File: src/uart_flow_pkg.sv
// Constants shared by the serial-port flow-control block.
package uart_flow_pkg;
  localparam int CHAR_W = 8;
  localparam int ERR_W = 4;
  localparam int RX_FIFO_DEPTH = 16;
  localparam int LEVEL_W = 5;
  localparam int IRQ_W = 6;
  localparam logic [1:0] MODE_NONE = 2'h0;
  localparam logic [1:0] MODE_PAIR_A = 2'h1;
  localparam logic [1:0] MODE_PAIR_B = 2'h2;
  localparam logic [1:0] MODE_BOTH = 2'h3;
  localparam int IRQ_TX_EMPTY = 0;
  localparam int IRQ_PAUSE = 1;
  localparam int IRQ_RX = 2;
  localparam int IRQ_TX = 3;
  localparam int IRQ_TIMEOUT = 4;
  localparam int IRQ_ERROR = 5;
  localparam logic [IRQ_W-1:0] IRQ_RESET = 6'h00;
  localparam logic [LEVEL_W-1:0] LEVEL_RESET = 5'h00;
  typedef enum logic [1:0] {INS_IDLE, INS_FIRST, INS_SECOND} insert_state_e;
endpackage : uart_flow_pkg
File: src/uart_flow_control.sv
// Receive queue and flow-control logic of the serial port.
`timescale 1ns/1ps
`default_nettype none

////////////////////////////////////////////////////////////////////////////////
module flow_fifo #(
  parameter int WIDTH = 12,
  parameter int DEPTH = 16,
  parameter int CNT_W = 5
) (
  input wire logic sys_clk,
  input wire logic reset_n,
  input wire logic inValid,
  output logic inReady,
  input wire logic [WIDTH-1:0] inData,
  output logic outValid,
  input wire logic outReady,
  output logic [WIDTH-1:0] outData,
  output logic [CNT_W-1:0] level
);
  localparam int PTR_W = $clog2(DEPTH);
  logic [WIDTH-1:0] mem [DEPTH];
  logic [PTR_W-1:0] wrPtr_reg;
  logic [PTR_W-1:0] rdPtr_reg;
  logic [CNT_W-1:0] count_reg;
  logic doWrite;
  logic doRead;

  assign inReady = (count_reg != CNT_W'(DEPTH));
  assign outValid = (count_reg != '0);
  assign doWrite = inValid && inReady;
  assign doRead = outValid && outReady;
  assign outData = mem[rdPtr_reg];
  assign level = count_reg;

  always_ff @(posedge sys_clk)
  begin
    if (doWrite)
    begin
      mem[wrPtr_reg] <= inData;
    end
  end

  always_ff @(posedge sys_clk)
  begin
    if (!reset_n)
    begin
      wrPtr_reg <= '0;
      rdPtr_reg <= '0;
      count_reg <= '0;
    end
    else
    begin
      if (doWrite)
      begin
        wrPtr_reg <= (wrPtr_reg == PTR_W'(DEPTH - 1)) ? '0 : wrPtr_reg + 1'b1;
      end
      if (doRead)
      begin
        rdPtr_reg <= (rdPtr_reg == PTR_W'(DEPTH - 1)) ? '0 : rdPtr_reg + 1'b1;
      end
      if (doWrite && !doRead)
      begin
        count_reg <= count_reg + 1'b1;
      end
      else if (doRead && !doWrite)
      begin
        count_reg <= count_reg - 1'b1;
      end
    end
  end
endmodule : flow_fifo

////////////////////////////////////////////////////////////////////////////////
module uart_flow_control
  import uart_flow_pkg::*;
#(
  parameter int FIFO_DEPTH = RX_FIFO_DEPTH
) (
  input wire logic sys_clk,
  input wire logic reset_n,
  input wire logic portEnable,
  input wire logic rxReadyFlowEnable,
  input wire logic txPermitFlowEnable,
  input wire logic softFlowEnable,
  input wire logic [1:0] softRxFlowMode,
  input wire logic [1:0] softTxFlowMode,
  input wire logic resumeOnAnyChar,
  input wire logic specialCharDetect,
  input wire logic [CHAR_W-1:0] pauseCharA,
  input wire logic [CHAR_W-1:0] pauseCharB,
  input wire logic [CHAR_W-1:0] resumeCharA,
  input wire logic [CHAR_W-1:0] resumeCharB,
  input wire logic [LEVEL_W-1:0] rxTriggerLevel,
  input wire logic rxCharValid,
  output logic rxCharReady,
  input wire logic [CHAR_W-1:0] rxCharData,
  input wire logic [ERR_W-1:0] rxCharError,
  output logic rxReadValid,
  input wire logic rxReadReady,
  output logic [CHAR_W-1:0] rxReadData,
  output logic [ERR_W-1:0] rxReadError,
  output logic [LEVEL_W-1:0] rxLevel,
  output logic rxReadyN,
  input wire logic txPermitN,
  input wire logic txQueueValid,
  output logic txQueueReady,
  input wire logic [CHAR_W-1:0] txQueueData,
  output logic txCharValid,
  input wire logic txCharReady,
  output logic [CHAR_W-1:0] txCharData,
  output logic remoteTxHalted,
  output logic txPausedByRemote,
  input wire logic [IRQ_W-1:0] irqSourceSet,
  input wire logic [IRQ_W-1:0] irqClear,
  input wire logic [IRQ_W-1:0] irqMask,
  output logic [IRQ_W-1:0] rawIrqStatus,
  output logic [IRQ_W-1:0] maskedIrqStatus,
  output logic irqOut
);
  logic permitMeta_reg;
  logic permitSync_reg;
  logic rxReady_reg;
  logic pausedByXoff_reg;
  logic sawPauseA_reg;
  logic [IRQ_W-1:0] rawIrq_reg;
  logic remoteHalted_reg;
  logic sendPause_reg;
  insert_state_e insState_reg;
  logic [CHAR_W-1:0] txChar_reg;
  logic txCharValid_reg;
  logic rxFlowOn;
  logic specialOn;
  logic txFlowOn;
  logic rxTake;
  logic pauseHit;
  logic resumeHit;
  logic specialHit;
  logic storeChar;
  logic fifoInReady;
  logic [CHAR_W+ERR_W-1:0] fifoOut;
  logic wantPause;
  logic permitOk;
  logic txSlotFree;
  logic queueMayGo;
  logic insertFire;
  logic [CHAR_W-1:0] insertChar;

  ////////////////////////////////////////////////////////////////////////////////
  // The permit pin comes from the far side and is synchronised first.
  always_ff @(posedge sys_clk)
  begin
    if (!reset_n)
    begin
      permitMeta_reg <= 1'b0;
      permitSync_reg <= 1'b0;
    end
    else
    begin
      permitMeta_reg <= !txPermitN;
      permitSync_reg <= permitMeta_reg;
    end
  end

  assign specialOn = specialCharDetect;
  assign rxFlowOn = softFlowEnable && !specialOn && (softRxFlowMode != MODE_NONE);
  assign txFlowOn = softFlowEnable && !specialOn && (softTxFlowMode != MODE_NONE);
  assign rxTake = rxCharValid && rxCharReady;

  ////////////////////////////////////////////////////////////////////////////////
  // Matching ignores rxCharError entirely.
  always_comb
  begin
    pauseHit = 1'b0;
    resumeHit = 1'b0;
    case (softRxFlowMode)
      MODE_PAIR_A:
      begin
        pauseHit = (rxCharData == pauseCharA);
        resumeHit = (rxCharData == resumeCharA);
      end
      MODE_PAIR_B:
      begin
        pauseHit = (rxCharData == pauseCharB);
        resumeHit = (rxCharData == resumeCharB);
      end
      MODE_BOTH:
      begin
        pauseHit = sawPauseA_reg && (rxCharData == pauseCharB);
        resumeHit = (rxCharData == resumeCharA) || (rxCharData == resumeCharB);
      end
      default:
      begin
        pauseHit = 1'b0;
        resumeHit = 1'b0;
      end
    endcase
    pauseHit = pauseHit && rxFlowOn;
    resumeHit = rxFlowOn && pausedByXoff_reg && (resumeHit || resumeOnAnyChar);
  end

  assign specialHit = specialOn && (rxCharData == pauseCharB);
  // Flow characters are dropped, except in resume-on-any and special modes.
  assign storeChar = !(rxFlowOn && !resumeOnAnyChar
                     && (pauseHit || resumeHit
                         || (softRxFlowMode == MODE_BOTH && rxCharData == pauseCharA)));

  always_ff @(posedge sys_clk)
  begin
    if (!reset_n)
    begin
      sawPauseA_reg <= 1'b0;
    end
    else if (rxTake)
    begin
      sawPauseA_reg <= (rxCharData == pauseCharA);
    end
  end

  always_ff @(posedge sys_clk)
  begin
    if (!reset_n)
    begin
      pausedByXoff_reg <= 1'b0;
    end
    else if (!rxFlowOn)
    begin
      pausedByXoff_reg <= 1'b0;
    end
    else if (rxTake && pauseHit)
    begin
      pausedByXoff_reg <= 1'b1;
    end
    else if (rxTake && resumeHit)
    begin
      pausedByXoff_reg <= 1'b0;
    end
  end

  ////////////////////////////////////////////////////////////////////////////////
  // Receive queue; a full queue refuses the next character.
  assign rxCharReady = portEnable && fifoInReady;

  flow_fifo #(
    .WIDTH(CHAR_W + ERR_W),
    .DEPTH(FIFO_DEPTH),
    .CNT_W(LEVEL_W)
  ) rxQueue (
    .sys_clk(sys_clk),
    .reset_n(reset_n),
    .inValid(rxCharValid && portEnable && storeChar),
    .inReady(fifoInReady),
    .inData({rxCharError, rxCharData}),
    .outValid(rxReadValid),
    .outReady(rxReadReady),
    .outData(fifoOut),
    .level(rxLevel)
  );

  assign rxReadData = fifoOut[CHAR_W-1:0];
  assign rxReadError = fifoOut[CHAR_W+ERR_W-1:CHAR_W];
  assign wantPause = (rxLevel >= rxTriggerLevel);

  // Ready output drops at the watermark and returns below it.
  always_ff @(posedge sys_clk)
  begin
    if (!reset_n)
    begin
      rxReady_reg <= 1'b0;
    end
    else
    begin
      rxReady_reg <= rxReadyFlowEnable ? !wantPause : 1'b1;
    end
  end

  assign rxReadyN = !rxReady_reg;

  ////////////////////////////////////////////////////////////////////////////////
  // Transmit gating: queued data starts only when every gate is open; inserted characters skip the pause gate.
  assign permitOk = !txPermitFlowEnable || permitSync_reg;
  assign txSlotFree = !txCharValid_reg || txCharReady;
  assign insertFire = portEnable && permitOk && txSlotFree && (insState_reg != INS_IDLE);
  assign queueMayGo = portEnable && permitOk && !pausedByXoff_reg && insState_reg == INS_IDLE;
  // Halted data stays queued; the shifter idles high with nothing offered.
  assign txQueueReady = queueMayGo && txSlotFree;
  assign txPausedByRemote = pausedByXoff_reg || (txPermitFlowEnable && !permitSync_reg);

  always_comb
  begin
    case (softTxFlowMode)
      MODE_PAIR_B: insertChar = sendPause_reg ? pauseCharB : resumeCharB;
      default:
      begin
        if (insState_reg == INS_SECOND)
        begin
          insertChar = sendPause_reg ? pauseCharB : resumeCharB;
        end
        else
        begin
          insertChar = sendPause_reg ? pauseCharA : resumeCharA;
        end
      end
    endcase
  end

  // Insertion sequencer for the automatic pause and resume characters.
  always_ff @(posedge sys_clk)
  begin
    if (!reset_n)
    begin
      insState_reg <= INS_IDLE;
      sendPause_reg <= 1'b0;
      remoteHalted_reg <= 1'b0;
    end
    else
    begin
      case (insState_reg)
        INS_IDLE:
        begin
          if (txFlowOn && !remoteHalted_reg && wantPause)
          begin
            sendPause_reg <= 1'b1;
            insState_reg <= INS_FIRST;
          end
          else if (remoteHalted_reg && (!txFlowOn || !wantPause))
          begin
            sendPause_reg <= 1'b0;
            insState_reg <= INS_FIRST;
          end
        end
        INS_FIRST:
        begin
          if (insertFire)
          begin
            if (softTxFlowMode == MODE_BOTH)
            begin
              insState_reg <= INS_SECOND;
            end
            else
            begin
              insState_reg <= INS_IDLE;
              remoteHalted_reg <= sendPause_reg;
            end
          end
        end
        INS_SECOND:
        begin
          if (insertFire)
          begin
            insState_reg <= INS_IDLE;
            remoteHalted_reg <= sendPause_reg;
          end
        end
        default:
        begin
          insState_reg <= INS_IDLE;
        end
      endcase
    end
  end

  assign remoteTxHalted = remoteHalted_reg;

  // Inserted characters take the same path as data, so framing matches.
  always_ff @(posedge sys_clk)
  begin
    if (!reset_n)
    begin
      txCharValid_reg <= 1'b0;
      txChar_reg <= '0;
    end
    else if (insertFire)
    begin
      txCharValid_reg <= 1'b1;
      txChar_reg <= insertChar;
    end
    else if (txQueueReady && txQueueValid)
    begin
      txCharValid_reg <= 1'b1;
      txChar_reg <= txQueueData;
    end
    else if (txCharReady)
    begin
      txCharValid_reg <= 1'b0;
    end
  end

  assign txCharValid = txCharValid_reg;
  assign txCharData = txChar_reg;

  ////////////////////////////////////////////////////////////////////////////////
  // Sticky status; a set in the clear cycle wins. Resume match clears pause.
  always_ff @(posedge sys_clk)
  begin
    if (!reset_n)
    begin
      rawIrq_reg <= IRQ_RESET;
    end
    else
    begin
      rawIrq_reg <= (rawIrq_reg & ~irqClear) | irqSourceSet;
      if (rxTake && (pauseHit || specialHit))
      begin
        rawIrq_reg[IRQ_PAUSE] <= 1'b1;
      end
      else if (rxTake && resumeHit)
      begin
        rawIrq_reg[IRQ_PAUSE] <= irqSourceSet[IRQ_PAUSE];
      end
    end
  end

  assign rawIrqStatus = rawIrq_reg;
  assign maskedIrqStatus = rawIrq_reg & irqMask;
  assign irqOut = |maskedIrqStatus;

  ////////////////////////////////////////////////////////////////////////////////
  AST_READY_WATERMARK: assert property (@(posedge sys_clk) disable iff (!reset_n)
    rxReadyFlowEnable && (rxLevel >= rxTriggerLevel) |=> rxReadyN)
    else $error("ready stayed high at watermark");
  AST_READY_RETURN: assert property (@(posedge sys_clk) disable iff (!reset_n)
    rxReadyFlowEnable && rxReadyN && (rxLevel < rxTriggerLevel) |=> !rxReadyN)
    else $error("ready not restored below watermark");
  AST_PERMIT_GATE: assert property (@(posedge sys_clk) disable iff (!reset_n)
    txQueueReady && txPermitFlowEnable |-> permitSync_reg)
    else $error("queue drained without permit");
  AST_FULL_REFUSE: assert property (@(posedge sys_clk) disable iff (!reset_n)
    rxLevel == LEVEL_W'(FIFO_DEPTH) |-> !rxCharReady)
    else $error("character accepted into full queue");
  AST_PAUSE_HALTS: assert property (@(posedge sys_clk) disable iff (!reset_n)
    rxTake && pauseHit |=> pausedByXoff_reg && rawIrqStatus[IRQ_PAUSE] && !txQueueReady)
    else $error("pause match did not halt");
  AST_RESUME_CLEARS: assert property (@(posedge sys_clk) disable iff (!reset_n)
    rxTake && resumeHit && !pauseHit |=> !pausedByXoff_reg)
    else $error("resume match did not release");
  AST_SPECIAL_NO_HALT: assert property (@(posedge sys_clk) disable iff (!reset_n)
    rxTake && specialHit |=> !pausedByXoff_reg && rawIrqStatus[IRQ_PAUSE] && (rxLevel != '0))
    else $error("special mode halted or dropped");
  AST_DISCARD: assert property (@(posedge sys_clk) disable iff (!reset_n)
    rxTake && pauseHit && !resumeOnAnyChar |=> $stable(rxLevel) || rxReadReady)
    else $error("pause character stored");
  AST_IRQ_LINE: assert property (@(posedge sys_clk) disable iff (!reset_n)
    rxTake && (pauseHit || specialHit) |=> irqOut || !irqMask[IRQ_PAUSE])
    else $error("interrupt line mismatch");
  AST_RESUME_SENT: assert property (@(posedge sys_clk) disable iff (!reset_n)
    remoteHalted_reg && !txFlowOn && insState_reg == INS_IDLE |=> insState_reg == INS_FIRST)
    else $error("no resume after flow off");
  COV_PAUSE: cover property (@(posedge sys_clk) rxTake && pauseHit);
  COV_RESUME: cover property (@(posedge sys_clk) rxTake && resumeHit);
  COV_INSERT: cover property (@(posedge sys_clk) insertFire && sendPause_reg);
  COV_READY_DROP: cover property (@(posedge sys_clk) $fell(rxReady_reg));
endmodule : uart_flow_control

`default_nettype wire

File: config.mk
export PLATFORM = sky130hd
export DESIGN_NAME = uart_flow_control
export DESIGN_NICKNAME = d
export VERILOG_FILES = /design/src/uart_flow_pkg.sv /design/src/uart_flow_control.sv
export SDC_FILE = /design/constraint.sdc
export NUM_CORES = 1
export LEC_CHECK = 0
export BUFFER_PORTS_ARGS = -buffer_cell sky130_fd_sc_hd__clkbuf_2
export CORE_UTILIZATION = 40
export CTS_CLUSTER_SIZE = 40
export DETAILED_ROUTE_END_ITERATION = 8
export GPL_ROUTABILITY_DRIVEN = 0
export MAX_ROUTING_LAYER = met4
export SLEW_MARGIN = 20
export SYNTH_ARGS = -nofsm -noshare
export SYNTH_HDL_FRONTEND = slang
export SYNTH_SLANG_ARGS = --single-unit
File: constraint.sdc
create_clock -name sys_clk -period 5.6 [get_ports sys_clk]
set_clock_uncertainty 0.15 [all_clocks]
set_input_delay 0.56 -clock sys_clk [delete_from_list [all_inputs] [get_ports sys_clk]]
set_output_delay 0.56 -clock sys_clk [all_outputs]
set_load 0.02 [all_outputs]
==> metrics.txt, run 1 <==
status=finished clean; f_max=0.250 GHz; Leakage=4.32 nW; Area Overhead vs Synth=19.3%; final setup vio count=0; DRT iter0 DRCs=362; setup_tns=0 ps; top cell type's share of synthesized area=56.8%; I/O Pins=137; Tot Pwr=4.76 mW; prevailing post-synth register cell=edfxtp_1; Core ar.=24600 sq um; pre-CTS setup slack=1090 ps; Post-DP Area=11300 sq um; Ys Warns=0; TritonCTS Buffers=25; clock share of power=35.4%; Routed WL=23500 um; Synth area leader=edfxtp_1; # resized after CTS=0; initial antenna violation count=0; Pint=3.46 mW; Critical Path Start Type=flop; Yosys cell types=52; I/O Buffers=136; routed vias/inst=5.46; Gate power share=21.8%; final net count=860; Final Core Density=49.2%; buffer depth of the longest clock path=3; Die Area=26000 sq um; number of flops mapped to enable cells by yosys=192; synthesized area=10200 sq um; setup bufs post-CTS=0; critical path required time=5870 ps; final max-slew violation count=0; crit path max fanout=14; vias in the first global route=6400; Sw Share=27.4%; clock insertion delay at the later pin of the skew report=520 ps; number of synthesized register bits=233; hold_ws=33.1 ps; Sw Pwr=1.31 mW; Top reg by flops=rxQueue.mem; Clock Sinks=233; crit path kind=reg -> reg; VDD IR-drop max=0.303 mV; min-delay worst type=in -> reg; Rows=57; die span in x=161 um; RSZ-0062 raised after global routing=false; Starting Density=41.3%; asr flop ratio synth=0%; Clock transition at path regs=60 ps; grt total ovfl=0; CTS tree=built; die height=161 um; Mapped Nets=717; H-tree depth=1; Layout Cells excl Fill=1096; hold depth=2; Critical Path End Type=flop; Rel. slew slack=23.9%; Seq pwr share=42.8%; routed vias=5979; mean post-synth cell area=16.6 sq um; antenna fix cells=0; design area=12100 sq um; layout cells sized above 1=37.2%; Tcrit/Tclk final=71.3%; Placed Cells=1050; setup ws final=1610 ps; Hold-fix buffers, CTS=0; Max Cap Viol=0; GRT Util Overall=19.4%; fin crit period=3990 ps; sequential share of the synthesized area=64.9%; DRC=0; max FFs per register=192; Reg2Reg Depth=14; first-pass GRT wire length=36800 um; largest net degree at the start of global routing=49; hpwl dp=15500 um; WP data arrival=4260 ps; Syn Inst Count=610; pwr/cell area=393 nW/um^2; Detailed Routing Iterations Pass 1=5; DR WL/cell=21.4 um; Detail Route Antenna Nets=0; Least-Margin Pin Slew=1140 ps; final hold vios=0; top cells by area, synth=edfxtp_1 57%, mux4_2 15%, dfxtp_1 8.1%; CTS Root Cell=clkbuf_16
## logic make-up (layout without fill, tap and decap cells)
family	after synthesis	count (layout)	share of synthesized area, %
adder cells (fa/ha/maj)	15	15	1.92
buffers and inverters	59	221	2.66
AND/OR/NAND/NOR	120	120	6.17
XOR/XNOR	38	38	3.50
AO/OA/AOI/OAI	65	65	4.57
flip-flops	233	233	64.9
multiplexers	80	80	16.3
## critical path: stages (launching register included)
cell and delay (ps):
dfxtp_1 400, nor4_2 420, a21oi_1 150, nand2_1 260, nor3_2 110, a21oi_4 630
inv_2 120, ha_1 250, inv_1 140, ha_1 290, a21o_1 200, a21oi_1 190
xnor2_1 110, or3_1 310, a21oi_1 150
## cell type report
class / count / area [sq um]
clock buffers: 30 / 654
clock inverters: 16 / 195
fillers: 2112 / 12500
inverters: 29 / 109
multi-input cells: 318 / 3400
flip-flops and latches: 233 / 6590
well taps: 324 / 405
repair buffers: 146 / 756
## final timing paths
path                     from          endpoint  slack, ps
max          rxQueue.level[0]  rxQueue.level[4]       1610
min                 txPermitN    permitMeta_reg         30
max reg2reg  rxQueue.level[0]  rxQueue.level[4]       1610
min reg2reg    permitMeta_reg    permitSync_reg        290
## cell usage after synthesis (2+ instances only)
cell	instances
edfxtp_1	192
mux4_2	67
dfxtp_1	41
nor2_1	34
inv_1	28
xnor2_1	24
a21oi_1	22
nand2_1	22
nor3_1	16
clkbuf_1	14
ha_1	14
mux2i_1	12
xor2_1	11
and2_1	10
a211oi_1	9
o21ai_0	9
nand2b_1	8
a21o_1	6
buf_2	6
nand3_1	5
nor4_1	5
buf_6	4
nand4_1	4
nor4_2	4
a31oi_1	3
buf_1	3
buf_4	3
xnor2_2	3
a21oi_2	2
a41o_1	2
nor2b_1	2
o211ai_1	2
or2_2	2
or3_1	2
or4_1	2
## metal layers
metal	track usage (%)	part of all wire, %
met1	25.4	43
met3	3.00	5.7
met5	-	0
met2	30.8	48
met4	6.60	3.3
## cells in the final DEF, fill, tap and decap left out, drive strengths merged, types with 10 or more instances in the layout
| master | Yosys | routed |
|---|---|---|
| a21oi | 25 | 25 |
| and2 | 10 | 10 |
| buf | 16 | 10 |
| clkbuf | 14 | 166 |
| dfxtp | 41 | 41 |
| edfxtp | 192 | 192 |
| ha | 14 | 14 |
| inv | 29 | 30 |
| mux2i | 12 | 12 |
| mux4 | 68 | 68 |
| nand2 | 22 | 22 |
| nor2 | 34 | 34 |
| nor3 | 17 | 17 |
| xnor2 | 27 | 27 |
| xor2 | 11 | 11 |
## power by group through the flow
stage | clock network, mW | logic, mW | registers [mW]
after CTS | 1.72 | 1.06 | 2.04
after detailed placement | 0 | 1.05 | 2.08
after global placement | 0 | 1.01 | 2.07
after floorplan | 0 | 0.736 | 2.07
after global routing | 1.78 | 1.13 | 2.05
final | 1.69 | 1.04 | 2.04
(Power assumes the default switching activity.)
==> run 2: changes to the inputs <==
- ABC_AREA: default -> 1
- clock period: 5.6 -> 3.95 ns (I/O delays scaled with it)
==> metrics.txt, run 2 <==
status=finished clean (unchanged); pwr/cell area=531 nW/um^2 (was 393 nW/um^2); Setup crit end=rxReadData[6] (was rxQueue.level[4]); RSZ-0062 raised after global routing=false (unchanged); Die Area=27300 sq um (was 26000 sq um); max FFs per register=192 (unchanged); Least-Margin Pin Slew=735 ps (was 1140 ps); prevailing post-synth register cell=edfxtp_1 (unchanged); Top reg by flops=rxQueue.mem (unchanged); Yosys cell types=40 (was 52); top cells by area, synth=edfxtp_1 54%, dfxtp_1 7.7%, o21ai_0 4.7% (was edfxtp_1 57%, mux4_2 15%, dfxtp_1 8.1%); Syn Inst Count=991 (was 610); WP data arrival=2570 ps (was 4260 ps); Area Overhead vs Synth=19.9% (was 19.3%); commonest non-fill, non-tap cell in the layout=edfxtp_1 (unchanged); I/O Pins=137 (unchanged); crit path kind=reg -> out (was reg -> reg); hpwl dp=17200 um (was 15500 um); adder-cell area share of the yosys netlist=1.83% (was 1.92%); setup_tns=0 ps (unchanged); die span in x=165 um (was 161 um); GRT Util Overall=20.6% (was 19.4%); antenna fix cells=0 (unchanged); Critical Path Start Type=flop (unchanged); die height=165 um (was 161 um); Max Cap Viol=0 (unchanged); number of flops mapped to enable cells by yosys=192 (unchanged); Synth area leader=edfxtp_1 (unchanged); Synth Area in XOR/XNOR=1.32% (was 3.50%); Starting Density=40.9% (was 41.3%); reg2reg start=rxQueue.level[1] (was rxQueue.level[0]); I/O Buffers=136 (unchanged); Slowest-stage cell, CP=dfxtp_4 (was a21oi_4); layout cells sized above 1=20.5% (was 37.2%); Tcrit/Tclk final=78.9%; top cell type's share of synthesized area=54.1% (was 56.8%); Largest stage delay, worst path=820 ps (was 630 ps); crit path max fanout=58 (was 14); Synth top cells by count=192 x edfxtp_1, 131 x nand2_1, 128 x inv_1 (was 192 x edfxtp_1, 67 x mux4_2, 41 x dfxtp_1); Critical Path End Type=primary output (was flop); H-tree depth=1 (unchanged); min-delay worst type=in -> reg (unchanged); grt total ovfl=0 (unchanged); final net count=1264 (was 860); final setup vio count=0 (unchanged); DRC=0 (unchanged); CTS Root Cell=clkbuf_16 (unchanged); Detailed Routing Iterations Pass 1=4 (was 5); first-pass GRT wire length=40900 um (was 36800 um); Clock transition at path regs=60 ps (about the same); final max-slew violation count=0 (unchanged); main combinational cell family by area after synthesis=compound AO/OA/AOI/OAI gates (was multiplexers); synthesized area=10700 sq um (was 10200 sq um); cell chain of the critical path=buf_4 > mux2i_1 > o21ai_0 > o211ai_1 > nand2_1 > clkbuf_2 (was nor4_2 > a21oi_1 > nand2_1 > nor3_2 > a21oi_4 > inv_2 > ha_1 > inv_1 > ha_1 > a21o_1 > a21oi_1 > xnor2_1 > or3_1 > a21oi_1); VDD IR-drop max=0.478 mV (was 0.303 mV); DRT iter0 DRCs=456 (was 362); DR WL/cell=17.6 um (was 21.4 um); initial antenna violation count=0 (unchanged); f_max=0.321 GHz; asr flop ratio synth=0% (unchanged); setup bufs post-CTS=0 (unchanged); vias in the first global route=7336 (was 6400); final hold vios=0 (unchanged); most frequent cell after synthesis=edfxtp_1 (unchanged); largest net degree at the start of global routing=59 (was 49); routed vias=7627 (was 5979); Rel. slew slack=50.7% (was 23.9%); Mapped Nets=1098 (was 717); mean post-synth cell area=10.7 sq um (was 16.6 sq um); sequential share of the synthesized area=61.8% (was 64.9%); clock insertion delay at the later pin of the skew report=520 ps (about the same); CTS tree=built (unchanged); compound-gate portion of the synthesized area=13.7% (was 4.57%); pre-CTS setup slack=459 ps (was 1090 ps); Clock Sinks=233 (unchanged); Ys Warns=0 (unchanged); worst r2r dst=rxQueue.level[4] (unchanged); setup ws final=832 ps (was 1610 ps); Post-Synth Simple-Gate Area=10.3% (was 6.17%); Reg2Reg Depth=18 (was 14); number of synthesized register bits=233 (unchanged); mux cell area share after synthesis=4.51% (was 16.3%); routed vias/inst=5.04 (was 5.46); buffer depth of the longest clock path=3 (unchanged); Rows=59 (was 57); critical path required time=3400 ps (was 5870 ps); Routed WL=26500 um (was 23500 um); Leakage=5.17 nW (was 4.32 nW); fin crit period=3120 ps; R2R Setup Slk=900 ps (was 1610 ps); Core ar.=26100 sq um (was 24600 sq um); Detail Route Antenna Nets=0 (unchanged); TritonCTS Buffers=26 (was 25); most frequent cells in the layout=192 x edfxtp_1, 136 x clkbuf_2, 131 x nand2_1, 128 x inv_1, 99 x o21ai_0 (was 192 x edfxtp_1, 136 x clkbuf_2, 67 x mux4_2, 38 x dfxtp_1, 31 x nor2_1)
==> run 2: cell types whose count changed after synthesis, moves of 10 or more <==
cell	change
nand2_1	+109
inv_1	+100
o21ai_0	+90
mux4_2	-67
a21oi_1	+63
o211ai_1	+55
mux2i_1	+36
nor2_1	+24
nand3_1	+18
nor3_1	-14
xnor2_1	-11
and2_1	-10
clkbuf_1	+10
==> run 2: worst min path at each step <==
stage,start,to,depth (start not counted)
after floorplan,permitMeta_reg,permitSync_reg,2
after global placement,permitMeta_reg,permitSync_reg,2
after detailed placement,permitMeta_reg,permitSync_reg,2
after CTS,txQueueData[3],txCharData[3],3
after global routing,irqClear[5],rawIrqStatus[5],4
final,txQueueData[3],txCharData[3],3
==> run 2: per-stage QoR <==
stage,total power [mW],hold slack (ps),util [%],cell area (sq um),cells
2_1_floorplan,4.03,240,-,10700,991
3_3_place_gp,4.54,243,45.4,11800,1452
3_5_place_dp,4.55,254,45.4,11800,1452
4_1_cts,6.84,5.37,49.0,12800,1512
5_1_grt,7.15,2.68,49.0,12800,1512
6_report,6.78,18.1,49.0,12800,1512
==> run 2: power by group <==
part | switching, mW | internal [mW] | leakage [nW]
registers | 0.139 | 2.74 | 2.07
logic | 1.01 | 0.612 | 2.70
clock network | 0.943 | 1.34 | 0.404
total | 2.09 | 4.69 | 5.17
==> run 2: cell families (layout without fill, tap and decap cells) <==
logic type | count (synthesis) | count (layout)
compound gates | 255 | 255
simple gates | 246 | 246
fa+ha+maj | 15 | 15
xor+xnor | 16 | 16
buf+inv | 178 | 364
flops | 233 | 233
mux | 48 | 48
==> run 2: routing by layer <==
metal | vias to the layer above | GRT usage, % | share of wire [%]
met2 | 207 | 33.9 | 48
li1 | 3789 | - | -
met4 | 0 | 5.38 | 1.6
met5 | - | - | 0
met3 | 29 | 2.95 | 4.7
met1 | 3602 | 26.6 | 46
==> run 2: what timing repair did <==
item,CTS,global route
hold endpoints to repair,8,0
gates resized for setup,0,0
hold buffers,12,0
==> run 2: worst max-delay path, delay by kind of cell, from the launching register on <==
kind,cells,cell delay (ps)
AOI/OAI and AO/OA,2,310
muxes,1,200
buffers and inverters,2,570
DFF,1,820
and+or+nand+nor,1,160
==> run 2: area by class of cell <==
class / count / area [sq um]
Fill cell: 2399 / 13300
Sequential cell: 233 / 6590
Multi-Input combinational cell: 580 / 3360
Timing Repair Buffer: 177 / 1040
Clock buffer: 34 / 711
Inverter: 139 / 529
Tap cell: 335 / 419
Clock inverter: 14 / 111
